===== src/ppi_pkg.sv =====
`default_nettype none
package ppi_pkg;
   // level count: sixteen in basic form, grows in groups of four to 64
   localparam int unsigned LEVEL_GROUP  = 4;
   localparam int unsigned LEVELS       = 16;
   localparam int unsigned LEVEL_MAX    = 64;
   localparam int unsigned LEVEL_W      = 6;
   localparam int unsigned ADDR_W       = 16;
   localparam int unsigned DATA_W       = 16;
   localparam int unsigned MODULE_CNT   = 16;
   localparam int unsigned MODULE_SHIFT = 12;            // 4,096-word modules
   localparam int unsigned BYTE_W       = 8;
   // context block: acc, index, status, location per level
   localparam int unsigned CTX_WORDS    = 4;
   localparam int unsigned CTX_SHIFT    = 2;
   localparam logic [15:0] CTX_BASE     = 16'h0040;
   localparam logic [1:0]  SLOT_ACC     = 2'h0;
   localparam logic [1:0]  SLOT_IDX     = 2'h1;
   localparam logic [1:0]  SLOT_STAT    = 2'h2;
   localparam logic [1:0]  SLOT_LOC     = 2'h3;
   // exchange must finish in six microseconds
   localparam int unsigned SWAP_NS      = 6000;
   localparam int unsigned CLK_NS       = 40;
   localparam int unsigned SWAP_CYC     = SWAP_NS / CLK_NS;
   localparam logic [7:0]  SWAP_CYC_8   = 8'(SWAP_CYC);
   localparam logic [2:0]  LAST_WORD    = 3'h7;          // 4 saves + 4 loads
   localparam logic [LEVEL_W-1:0] IDLE_LEVEL = 6'h3f;

   typedef enum logic [2:0] {
      PPI_RUN  = 3'b000,
      PPI_WAIT = 3'b001,
      PPI_SWAP = 3'b011,
      PPI_DONE = 3'b010
   } ppi_state_t;

   // one memory cycle offered to the memory
   typedef struct packed {
      logic              req;
      logic              wr;
      logic [ADDR_W-1:0] addr;
      logic [DATA_W-1:0] data;
   } ppi_mem_t;

   // processor context exchanged per level
   typedef struct packed {
      logic [DATA_W-1:0] acc;
      logic [DATA_W-1:0] idx;
      logic [DATA_W-1:0] stat;
      logic [DATA_W-1:0] loc;
   } ppi_ctx_t;
endpackage
`default_nettype wire


===== src/ppi_sync_bank.sv =====
`default_nettype none
// two-flop synchroniser for a bank of asynchronous request pins
module ppi_sync_bank #(
   parameter int unsigned W = 1
) (
   input  wire logic         mclk,
   input  wire logic         rst_n,
   input  wire logic [W-1:0] async,
   output logic      [W-1:0] synced
);
   logic [W-1:0] meta_q;

   // first stage read only by second stage
   always_ff @(posedge mclk or negedge rst_n) begin
      if (!rst_n) begin
         meta_q <= '0;
         synced <= '0;
      end else begin
         meta_q <= async;
         synced <= meta_q;
      end
   end
endmodule
`default_nettype wire


===== src/ppi_unit.sv =====
`default_nettype none
module ppi_unit (
   // clock and reset
   input  wire logic                         mclk,
   input  wire logic                         rst_n,
   // request sources
   input  wire logic [ppi_pkg::LEVELS-1:0]   extReq,
   input  wire logic                         progSet,
   input  wire logic [ppi_pkg::LEVEL_W-1:0]  progLevel,
   input  wire logic                         levelDone,
   // processor handshake
   input  wire logic                         instrEnd,
   input  wire ppi_pkg::ppi_ctx_t            cpuCtx,
   // memory traffic checked for faults
   input  wire logic                         memWr,
   input  wire logic [ppi_pkg::ADDR_W-1:0]   memAddr,
   input  wire logic                         memRdValid,
   input  wire logic [ppi_pkg::DATA_W-1:0]   memRdData,
   input  wire logic [1:0]                   memRdPar,
   input  wire logic [ppi_pkg::MODULE_CNT-1:0] protectSw,
   // exchange memory port
   output ppi_pkg::ppi_mem_t                 ctxMem_q,
   input  wire logic                         ctxAck,
   input  wire logic [ppi_pkg::DATA_W-1:0]   ctxRdData,
   // to processor
   output ppi_pkg::ppi_ctx_t                 newCtx_q,
   output logic                              cpuHold_q,
   output logic                              ctxLoad_q,
   output logic [ppi_pkg::LEVEL_W-1:0]       activeLevel_q,
   output logic                              parityErr_q,
   output logic                              protectErr_q
);
   localparam int unsigned N = ppi_pkg::LEVELS;
   localparam logic [5:0] PAR_LVL  = 6'(N - 1);   // fault levels sit lowest
   localparam logic [5:0] PROT_LVL = 6'(N - 2);

   ppi_pkg::ppi_state_t stateQ, stateD;
   logic [N-1:0] pendQ, extSync, setMask, clrMask;
   logic [N-1:0] aboveMask;
   logic [2:0]   wordQ;
   logic [7:0]   swapCntQ;
   logic [5:0]   winner, prevLevelQ, tgtLevelQ;
   logic [ppi_pkg::MODULE_CNT-1:0] protSync;
   logic         anyPend, preempt;
   ppi_pkg::ppi_ctx_t saveCtxQ;

   // groups of four only, never past the ceiling
   initial begin
      if (N % ppi_pkg::LEVEL_GROUP != 0 || N > ppi_pkg::LEVEL_MAX)
         $error("level count must be a group of four, at most 64");
   end

   ppi_sync_bank #(.W(N)) uSync (
      .mclk   (mclk),
      .rst_n  (rst_n),
      .async  (extReq),
      .synced (extSync)
   );

   // manual protect switches are asynchronous as well
   ppi_sync_bank #(.W(ppi_pkg::MODULE_CNT)) uProtSync (
      .mclk   (mclk),
      .rst_n  (rst_n),
      .async  (protectSw),
      .synced (protSync)
   );

   // fault detection: parity even per byte, protected module write
   wire parLo   = ^memRdData[ppi_pkg::BYTE_W-1:0] ^ memRdPar[0];
   wire parHi   = ^memRdData[ppi_pkg::DATA_W-1:ppi_pkg::BYTE_W] ^ memRdPar[1];
   wire parBad  = memRdValid && (parLo || parHi);
   wire [3:0] modSel = memAddr[ppi_pkg::ADDR_W-1:ppi_pkg::MODULE_SHIFT];
   wire protBad = memWr && protSync[modSel];

   // set sources: pins, program, faults; set beats clear
   always_comb begin
      setMask = extSync;
      if (progSet && progLevel < 6'(N)) setMask[progLevel[3:0]] = 1'b1;
      if (parBad)  setMask[PAR_LVL[3:0]]  = 1'b1;
      if (protBad) setMask[PROT_LVL[3:0]] = 1'b1;
      clrMask = '0;
      if (stateQ == ppi_pkg::PPI_DONE) clrMask[activeLevel_q[3:0]] = 1'b1;
   end

   // priority encode: index 0 highest
   always_comb begin
      winner  = ppi_pkg::IDLE_LEVEL;
      anyPend = 1'b0;
      for (int i = N - 1; i >= 0; i--) begin
         if (pendQ[i]) begin
            winner  = 6'(i);
            anyPend = 1'b1;
         end
      end
   end
   always_comb begin
      aboveMask = '0;
      for (int i = 0; i < N; i++) aboveMask[i] = (6'(i) < tgtLevelQ);
   end
   assign preempt = anyPend && (winner < activeLevel_q);

   // context address: base + level*4 + slot
   wire [1:0] slot = wordQ[1:0];
   // loads use the target fixed at entry, so a late request cannot mix two levels
   wire [5:0] ctxLvl = wordQ[2] ? tgtLevelQ : activeLevel_q;
   wire [15:0] ctxAddr = ppi_pkg::CTX_BASE + {8'h00, ctxLvl, slot};
   wire [15:0] saveWord = (slot == ppi_pkg::SLOT_ACC)  ? saveCtxQ.acc  :
                          (slot == ppi_pkg::SLOT_IDX)  ? saveCtxQ.idx  :
                          (slot == ppi_pkg::SLOT_STAT) ? saveCtxQ.stat : saveCtxQ.loc;
   wire skipSave = (activeLevel_q == ppi_pkg::IDLE_LEVEL);
   wire lastWord = (wordQ == ppi_pkg::LAST_WORD) && ctxAck;

   // exchange sequencer
   always_comb begin
      stateD = stateQ;
      unique case (stateQ)
         ppi_pkg::PPI_RUN:  if (preempt) stateD = ppi_pkg::PPI_WAIT;
         ppi_pkg::PPI_WAIT: if (instrEnd) stateD = ppi_pkg::PPI_SWAP;
         ppi_pkg::PPI_SWAP: if (lastWord) stateD = ppi_pkg::PPI_RUN;
         ppi_pkg::PPI_DONE: stateD = ppi_pkg::PPI_RUN;
      endcase
      if (stateQ == ppi_pkg::PPI_RUN && levelDone) stateD = ppi_pkg::PPI_DONE;
   end

   // pending latch holds until serviced
   always_ff @(posedge mclk or negedge rst_n) begin
      if (!rst_n) pendQ <= '0;
      else        pendQ <= (pendQ & ~clrMask) | setMask;
   end

   always_ff @(posedge mclk or negedge rst_n) begin
      if (!rst_n) begin
         stateQ        <= ppi_pkg::PPI_RUN;
         activeLevel_q <= ppi_pkg::IDLE_LEVEL;
         prevLevelQ    <= ppi_pkg::IDLE_LEVEL;
         tgtLevelQ     <= ppi_pkg::IDLE_LEVEL;
         wordQ         <= '0;
         swapCntQ      <= '0;
         saveCtxQ      <= '0;
         newCtx_q      <= '0;
         ctxLoad_q     <= 1'b0;
         cpuHold_q     <= 1'b0;
         ctxMem_q      <= '0;
         parityErr_q   <= 1'b0;
         protectErr_q  <= 1'b0;
      end else begin
         stateQ       <= stateD;
         ctxLoad_q    <= 1'b0;
         parityErr_q  <= parBad;
         protectErr_q <= protBad;
         cpuHold_q    <= (stateD == ppi_pkg::PPI_SWAP);
         if (stateQ == ppi_pkg::PPI_WAIT && instrEnd) begin
            saveCtxQ  <= cpuCtx;
            tgtLevelQ <= winner;
            wordQ     <= skipSave ? 3'h4 : 3'h0;
            swapCntQ <= '0;
         end
         if (stateQ == ppi_pkg::PPI_SWAP) begin
            swapCntQ <= swapCntQ + 8'h01;
            ctxMem_q.req  <= !ctxAck;
            ctxMem_q.wr   <= !wordQ[2];
            ctxMem_q.addr <= ctxAddr;
            ctxMem_q.data <= saveWord;
            if (ctxAck && ctxMem_q.req) begin
               if (wordQ[2]) begin
                  unique case (slot)
                     ppi_pkg::SLOT_ACC:  newCtx_q.acc  <= ctxRdData;
                     ppi_pkg::SLOT_IDX:  newCtx_q.idx  <= ctxRdData;
                     ppi_pkg::SLOT_STAT: newCtx_q.stat <= ctxRdData;
                     ppi_pkg::SLOT_LOC:  newCtx_q.loc  <= ctxRdData;
                  endcase
               end
               if (wordQ == ppi_pkg::LAST_WORD) begin
                  ctxLoad_q     <= 1'b1;
                  prevLevelQ    <= activeLevel_q;
                  activeLevel_q <= tgtLevelQ;
                  ctxMem_q.req  <= 1'b0;
               end else begin
                  wordQ <= wordQ + 3'h1;
               end
            end
         end
         // finished level returns to the one the last exchange displaced
         if (stateQ == ppi_pkg::PPI_DONE) activeLevel_q <= prevLevelQ;
      end
   end

   // exchange stays inside its budget
   property p_swapBudget;
      @(posedge mclk) disable iff (!rst_n)
      stateQ == ppi_pkg::PPI_SWAP |-> swapCntQ < ppi_pkg::SWAP_CYC_8;
   endproperty
   a_swapBudget: assert property (p_swapBudget) else $error("exchange over budget");

   property p_waitEnd;
      @(posedge mclk) disable iff (!rst_n)
      stateQ == ppi_pkg::PPI_WAIT && instrEnd |=> stateQ == ppi_pkg::PPI_SWAP && cpuHold_q;
   endproperty
   a_waitEnd: assert property (p_waitEnd) else $error("no response at instruction end");

   property p_holdPend;
      @(posedge mclk) disable iff (!rst_n)
      pendQ != '0 && stateQ != ppi_pkg::PPI_DONE |=> (pendQ & $past(pendQ)) == $past(pendQ);
   endproperty
   a_holdPend: assert property (p_holdPend) else $error("pending request lost");

   property p_parity;
      @(posedge mclk) disable iff (!rst_n)
      parBad |=> parityErr_q ##0 pendQ[PAR_LVL[3:0]];
   endproperty
   a_parity: assert property (p_parity) else $error("parity fault not raised");

   property p_protect;
      @(posedge mclk) disable iff (!rst_n)
      protBad |=> protectErr_q && pendQ[PROT_LVL[3:0]];
   endproperty
   a_protect: assert property (p_protect) else $error("protect fault not raised");

   property p_extReq;
      @(posedge mclk) disable iff (!rst_n)
      extSync[0] |=> pendQ[0];
   endproperty
   a_extReq: assert property (p_extReq) else $error("pin request not latched");

   property p_priority;
      @(posedge mclk) disable iff (!rst_n)
      stateQ == ppi_pkg::PPI_WAIT && instrEnd |=> ($past(pendQ) & aboveMask) == '0;
   endproperty
   a_priority: assert property (p_priority) else $error("lower level granted");

   property p_ctxAddr;
      @(posedge mclk) disable iff (!rst_n)
      ctxMem_q.req |-> ctxMem_q.addr >= ppi_pkg::CTX_BASE
         && ctxMem_q.addr < ppi_pkg::CTX_BASE + 16'(N * ppi_pkg::CTX_WORDS);
   endproperty
   a_ctxAddr: assert property (p_ctxAddr) else $error("context address outside block");

   property p_levels;
      @(posedge mclk) disable iff (!rst_n)
      activeLevel_q < 6'(N) || activeLevel_q == ppi_pkg::IDLE_LEVEL;
   endproperty
   a_levels: assert property (p_levels) else $error("active level out of range");

   c_swap:    cover property (@(posedge mclk) disable iff (!rst_n) ctxLoad_q);
   c_nest:    cover property (@(posedge mclk) disable iff (!rst_n)
                 ctxLoad_q && prevLevelQ != ppi_pkg::IDLE_LEVEL);
   c_done:    cover property (@(posedge mclk) disable iff (!rst_n) stateQ == ppi_pkg::PPI_DONE);
   c_parity:  cover property (@(posedge mclk) disable iff (!rst_n) parityErr_q);
endmodule
`default_nettype wire


===== config.mk =====
export PLATFORM = sky130hd
export DESIGN_NAME = ppi_unit
export DESIGN_NICKNAME = d
export VERILOG_FILES = /design/src/ppi_pkg.sv /design/src/ppi_sync_bank.sv /design/src/ppi_unit.sv
export SDC_FILE = /design/constraint.sdc
export NUM_CORES = 1
export LEC_CHECK = 0
export BUFFER_PORTS_ARGS = -buffer_cell sky130_fd_sc_hd__buf_2
export CAP_MARGIN = 20
export CORE_ASPECT_RATIO = 1.25
export CORE_MARGIN = 2
export CORE_UTILIZATION = 40
export CTS_BUF_LIST = sky130_fd_sc_hd__clkbuf_4
export DETAILED_ROUTE_END_ITERATION = 10
export PLACE_DENSITY_LB_ADDON = 0.12
export SYNTH_ARGS = -nofsm -noshare
export SYNTH_HDL_FRONTEND = slang
export SYNTH_SLANG_ARGS = --single-unit

===== constraint.sdc =====
create_clock -name mclk -period 1.9 [get_ports mclk]
set_clock_uncertainty 0.05 [all_clocks]
set_input_delay 0.095 -clock mclk [delete_from_list [all_inputs] [get_ports mclk]]
set_output_delay 0.095 -clock mclk [all_outputs]
set_load 0.03 [all_outputs]

==> impl_metrics.yaml, run 1 <==
status:
  outcome: "finished with violations"
  violations: "setup timing"
yosys:
  ys_top_cells_by_area: "dfrtp_1 59%, nand2_1 9.5%, mux2_2 7.3%"
  synthCells: 887
  yosysTopAreaCellShare_pct: 58.7
  ys.flop_type: "dfrtp_1"
  yosys_warnings: 0
  yosysSeqAreaShare_pct: 63.0
  synth_seq_cells: 262
  synth_top_area_cell: "dfrtp_1"
  synth-edff-count: 0
  syn-cell-area_um2: 10400
  synth_cell_types: 51
  synthArstFlopShare_pct: 100
  syn_avg_cell_area_um2: 11.8
drt:
  drt_first_iter_violations: 278
  wl_met1_um: 11300
  num_vias: 8310
  ant_nets: 0
  wl_per_cell_um: 15.6
  met2_wirelength_um: 14100
  drt-pass1-iter-count: 4
  viasPerCell: 4.68
  highest_layer: "met4"
  totalWireLength_um: 27600
  drc_errors: 0
  met3_length_um: 1550
final_layout:
  nets: 1551
  fillCellCount: 2201
  area_delta_synth_final_pct: 44.5
  final_layout_size_suffix_gt1_share_pct: 36.1
  fin_area_um2: 15100
worst_setup_path:
  cp-end-kind: "flop"
  critPathMaxFanout: 2
  crit_type: "flop to flop"
  cp-start-kind: "flop"
  arrival_ps: 2510
  required_ps: 2390
floorplan:
  coreArea_um2: 25800
  ios: 268
  start_util_pct: 40.4
  die_w_um: 148
  row_count: 66
  dieArea_um2: 27400
  die_y_um: 185
grt:
  grt_max_degree: 66
  grt_usage_pct: 20.2
  grt.overflow.total: 0
  grt_pass1_vias: 8663
  grt_antenna_before_repair: 1
  grt_pass1_wl_um: 43900
sta:
  final.min_clock_period_ps: 2030
  rsz0062_at_grt: "yes"
  fmax_mhz: 494
  setup-violations-final: 3
  worst_hold_slack_ps: 70.9
  finalCritPeriodShare_pct: 107
  final_hold_viol_count: 0
  setup_ws_ps: -126
  drv_slew: 0
pwr:
  p_per_area_nw_per_um2: 1190
  power_leakage_nw: 7.73
  ir_worst_vdd_v: 0.000796
clocking:
  tritoncts: "yes"
  clock_path_buffers: 3
  clk_latency_ps: 670
  cts.sinks: 262
  path_clk_slew_ps: 60
  cts_buffers: 69
  cts_max_level: 3
  cts_root_buffer: "clkbuf_4"
place:
  hpwlAfterDp_um: 17500
  placed_area_um2: 12500
  routabilityCongestion: 0.869
  place.port_buffers: 248
hold_path:
  hold_class: "input port to flop"
run:
  maxCapViolations: 0
## cell usage in the layout, fill, tap and decap left out, drive strengths merged, types with 5 or more instances in the layout
master       count
nor2b            5
nor2            15
clkinv          15
buf            305
mux2            68
o21ai           60
dlygate4sd3    160
dfrtp          245
nor4             5
dfstp           17
a221o           14
inv             16
xnor2            8
nand2          267
conb             7
clkbuf         101
mux4             5
a21oi            5
mux2i           42
ha               9
nand4            9
## power breakdown
part | switching, W | internal (W)
sequential | 0.000645 | 0.00685
combinational | 0.00319 | 0.00217
clock | 0.00232 | 0.00285
total | 0.00615 | 0.0119
## per-stage QoR
stage | util [%] | total power (W) | TNS [ps] | cells | setup WS (ps)
after floorplan | - | 0.0109 | -20.3 | 893 | -20.3
after global placement | 48.3 | 0.0126 | -216 | 1489 | -118
after detailed placement | 48.3 | 0.0127 | -168 | 1489 | -115
after CTS | 58.3 | 0.0182 | -239 | 1773 | -129
after global routing | 58.4 | 0.0193 | -677 | 1774 | -256
final | 58.4 | 0.0180 | -256 | 1774 | -126
## flip-flops by register name (all words and copies together), names as in the netlist
name and count:
wordQ 3, saveCtxQ 64, ctxMem_q 27, ctxLoad_q 1
activeLevel_q 6, newCtx_q 64, uSync.meta_q 16, uProtSync.meta_q 16
uProtSync.synced 16, protectErr_q 1, cpuHold_q 1, stateQ 3
prevLevelQ 6, pendQ 16, tgtLevelQ 5, uSync.synced 16
parityErr_q 1
## critical path, stage by stage, from the launching register on
cell,delay (ps)
dfrtp_1,370
nor4_1,270
buf_4,160
a21boi_1,190
ha_1,170
a21oi_1,60
o31a_1,290
o21ai_0,170
o21ba_2,170
## layer usage
metal	up-vias	GRT usage (%)
met3	49	5.02
li1	4015	-
met4	0	8.19
met5	-	0
met2	242	35.4
met1	4004	23.9
## cells by family after synthesis
kind of cell	synth area share, %
AO/OA/AOI/OAI	6.32
XOR/XNOR	1.44
adder cells (fa/ha/maj)	1.08
buffers and inverters	2.71
flip-flops	63.0
multiplexers	12.6
other	0.0359
AND/OR/NAND/NOR	12.8
## layout make-up
class	instances	area, um2	area share [%]
antenna	1	2.50	0.0166
clock buffer	101	758	5.03
clock inverter	21	168	1.11
inverter	15	56.3	0.373
multi-input combinational	569	3640	24.1
sequential	262	6580	43.6
tap	340	425	2.82
timing repair buffer	465	3460	22.9
## synthesized netlist by cell type (4+ instances only)
| cell | instances |
|---|---|
| buf_1 | 5 |
| nor3_1 | 4 |
| inv_1 | 15 |
| clkbuf_1 | 23 |
| a21oi_1 | 5 |
| mux2_2 | 68 |
| buf_4 | 8 |
| xor2_1 | 4 |
| ha_1 | 9 |
| buf_2 | 10 |
| a221o_1 | 14 |
| nor4_1 | 5 |
| nand4_1 | 9 |
| xnor2_1 | 8 |
| nand2_1 | 264 |
| nor2b_1 | 5 |
| mux4_1 | 4 |
| dfrtp_1 | 245 |
| mux2i_1 | 42 |
| a21o_1 | 4 |
| nor2_1 | 14 |
| o21ai_0 | 60 |
| and3_1 | 4 |
| dfstp_2 | 17 |
## final timing paths
check | startpoint | endpoint | depth (start not counted) | slack (ps)
setup reg to reg | pendQ[0] | stateQ[0] | 8 | -130
max in group asynchronous | rst_n | prevLevelQ[3] | 4 | 880
hold reg to reg | uProtSync.meta_q[5] | uProtSync.synced[5] | 0 | 250
setup / recovery | pendQ[0] | stateQ[0] | 8 | -130
min in group asynchronous | rst_n | prevLevelQ[4] | 3 | 570
hold / removal | protectSw[14] | uProtSync.meta_q[14] | 2 | 70
## timing repair
item	4_1_cts	5_1_grt
endpoints found under the setup margin	3	7
hold buffers	161	0
pin swaps	6	2
resized for setup	3	7
endpoints found under the hold margin	452	0
buffers inserted	1	0
Power figures use the tool's default switching activity.
==> run 2: changes to the inputs <==
PLACE_DENSITY = 0.75   (was not set)
PLACE_DENSITY_LB_ADDON = not set   (was 0.12)
==> run 2 against run 1 <==
The flow still finishes with violations (setup timing); die area unchanged; clock-buffer cell count decreased by 15; utilization decreased by 0.32 points; first-iteration DRC count up 55%; design area fell by 0.55%; final cell count shrank 0.39%; via count increased by 6.2%; sequential share of layout area is 0.24 points higher; sequential cell count is the same; register-to-register slack improved by 20 ps; global-route usage increased by 3.0 points; critical path type unchanged.
==> impl_metrics.yaml, run 2 (synthesis results as in run 1) <==
status:
  outcome: "finished with violations"
  violations: "setup timing"
sta:
  finalCritPeriodShare_pct: 106
  setup-violations-final: 4
  fmax_mhz: 499
  final.min_clock_period_ps: 2000
  drv_slew: 0
  setup_ws_ps: -105
  tightest_slew_ps: 519
  rsz0062_at_grt: "yes"
  max_slew_margin_pct: 65.4
  final_hold_viol_count: 0
pwr:
  p_per_area_nw_per_um2: 1190
  p_seq_share_pct: 42.7
  pwr-share-clk_pct: 26.4
  pwr-share-comb_pct: 30.9
  ir_worst_vdd_v: 0.000761
  p_sw_w: 0.00657
  power_w: 0.0178
  power_leakage_nw: 7.68
  internal_power_w: 0.0113
  p_sw_share_pct: 36.8
worst_setup_path:
  cp_num_buf_inv: 0
  rr_endpoint: "stateQ[0]"
  ff2ff_setup_slack_ps: -100
  cp-end-kind: "flop"
  crit_slowest_cell: "dfrtp_1"
  path_depth: 9
  slowest_delay_ps: 390
  crit_chain: "nor2_2 > o21ai_1 > a211oi_2 > o31a_1 > nor3_2 > ha_1 > o2111ai_1 > a41o_1 > o21ba_2"
  critPathMaxFanout: 3
  crit_type: "flop to flop"
  required_ps: 2460
  cp-start-kind: "flop"
  ff2ff_path_depth: 9
  cpLargestDelayFamily: "compound AO/OA/AOI/OAI gates"
  arrival_ps: 2560
  r2r_start: "pendQ[10]"
grt:
  grt_max_degree: 66
  grt_usage_pct: 23.3
  grt_antenna_before_repair: 4
  grt_pass1_vias: 9578
  grt.overflow.total: 0
  grt_util_met2_pct: 39.6
  grt_pass1_wl_um: 49300
  use_met3_pct: 6.44
  top_usage_layer: "met2"
  met1_usage_pct: 26.4
final_layout:
  finish.utilization_pct: 58.1
  multi_input_area_um2: 3710
  regArea_um2: 6580
  top_regs: "newCtx_q: 64 flops, saveCtxQ: 64 flops, ctxMem_q: 27 flops"
  mostFrequentLayoutCell: "nand2_1"
  nets: 1552
  mostFrequentLayoutCells: "264 x nand2_1, 246 x buf_2, 244 x dfrtp_1"
  final_layout_size_suffix_gt1_share_pct: 35.8
  fin_area_um2: 15000
  area_delta_synth_final_pct: 43.7
  fillCellCount: 2037
drt:
  drc_errors: 0
  drt-pass1-iter-count: 5
  totalWireLength_um: 31600
  num_vias: 8823
  ant_nets: 0
  viasPerCell: 4.99
  drt_first_iter_violations: 432
  wl_per_cell_um: 17.9
floorplan:
  ios: 268
  row_count: 66
  coreArea_um2: 25800
  dieArea_um2: 27400
  die_w_um: 148
  die_y_um: 185
  start_util_pct: 40.4
place:
  placed_area_um2: 12400
  place.port_buffers: 248
  routabilityCongestion: 0.879
  pre_cts_ws_ps: -364
  hpwlAfterDp_um: 18300
clocking:
  clk_latency_ps: 710
  tritoncts: "yes"
  path_clk_slew_ps: 80
  cts_max_level: 3
  cts_buffers: 68
  cts.sinks: 262
  clock_path_buffers: 3
  cts_root_buffer: "clkbuf_4"
hold_path:
  hold_class: "input port to flop"
  hold_path_startpoint: "cpuCtx[15]"
  min_to: "saveCtxQ[15]"
  min_path_cells: 4
run:
  maxCapViolations: 0
run 2: changes by cell type in the layout (fill, tap and decap cells not counted), sizes merged:
cell	previous run	this run
clkbuf	101	88
bufinv	3	1
diode	1	4
clkinvlp	2	1
dlygate4sd3	160	165
buf	305	300
clkinv	15	21
run 2: worst max path at each step:
stage | startpoint | endpoint
after floorplan | pendQ[11] | stateQ[0]
after global placement | pendQ[1] | stateQ[0]
after detailed placement | pendQ[1] | stateQ[0]
after CTS | pendQ[10] | stateQ[0]
after global routing | pendQ[4] | stateQ[0]
final | pendQ[10] | stateQ[0]
run 2: cell type report:
type,instances,area share (%)
Multi-Input combinational cell,569,24.7
Clock inverter,24,0.959
Sequential cell,262,43.8
Timing Repair Buffer,467,22.9
Clock buffer,86,4.30
Inverter,15,0.375
Tap cell,340,2.84
Antenna cell,4,0.0667
run 2: per-layer routing:
| layer | up-vias | part of all wire [%] |
|---|---|---|
| met5 | - | 0 |
| met4 | 0 | 4.5 |
| met3 | 126 | 7.0 |
| met2 | 401 | 50 |
| met1 | 4283 | 38 |
| li1 | 4013 | - |
run 2: worst min-delay path: stages:
cell           delay (ps)
dlygate4sd3_1         510
buf_2                 100
nand2_1                50
nand2_1                50
run 2: power by group through the flow:
stage,clock network (W),logic [W],registers [W]
after floorplan,0,0.00245,0.00843
after CTS,0.00473,0.00530,0.00752
after detailed placement,0,0.00500,0.00761
after global routing,0.00516,0.00604,0.00773
final,0.00470,0.00552,0.00762
after global placement,0,0.00490,0.00753
run 2: stage by stage:
step | hold slack, ps | setup TNS [ps] | cells
final | 86.0 | -223 | 1767
after global routing | 39.1 | -558 | 1767
after CTS | 21.3 | -148 | 1759
after detailed placement | 24.0 | -676 | 1482
after global placement | 12.4 | -539 | 1482
after floorplan | -251 | -20.3 | 893
run 2: repair_timing:
action,in CTS,in global routing
cloned,0,1
hold buffers,165,0
buffers inserted,2,3
setup endpoints to repair,9,22
endpoints found under the hold margin,452,0
pin swaps,5,5
gates resized for setup,10,16
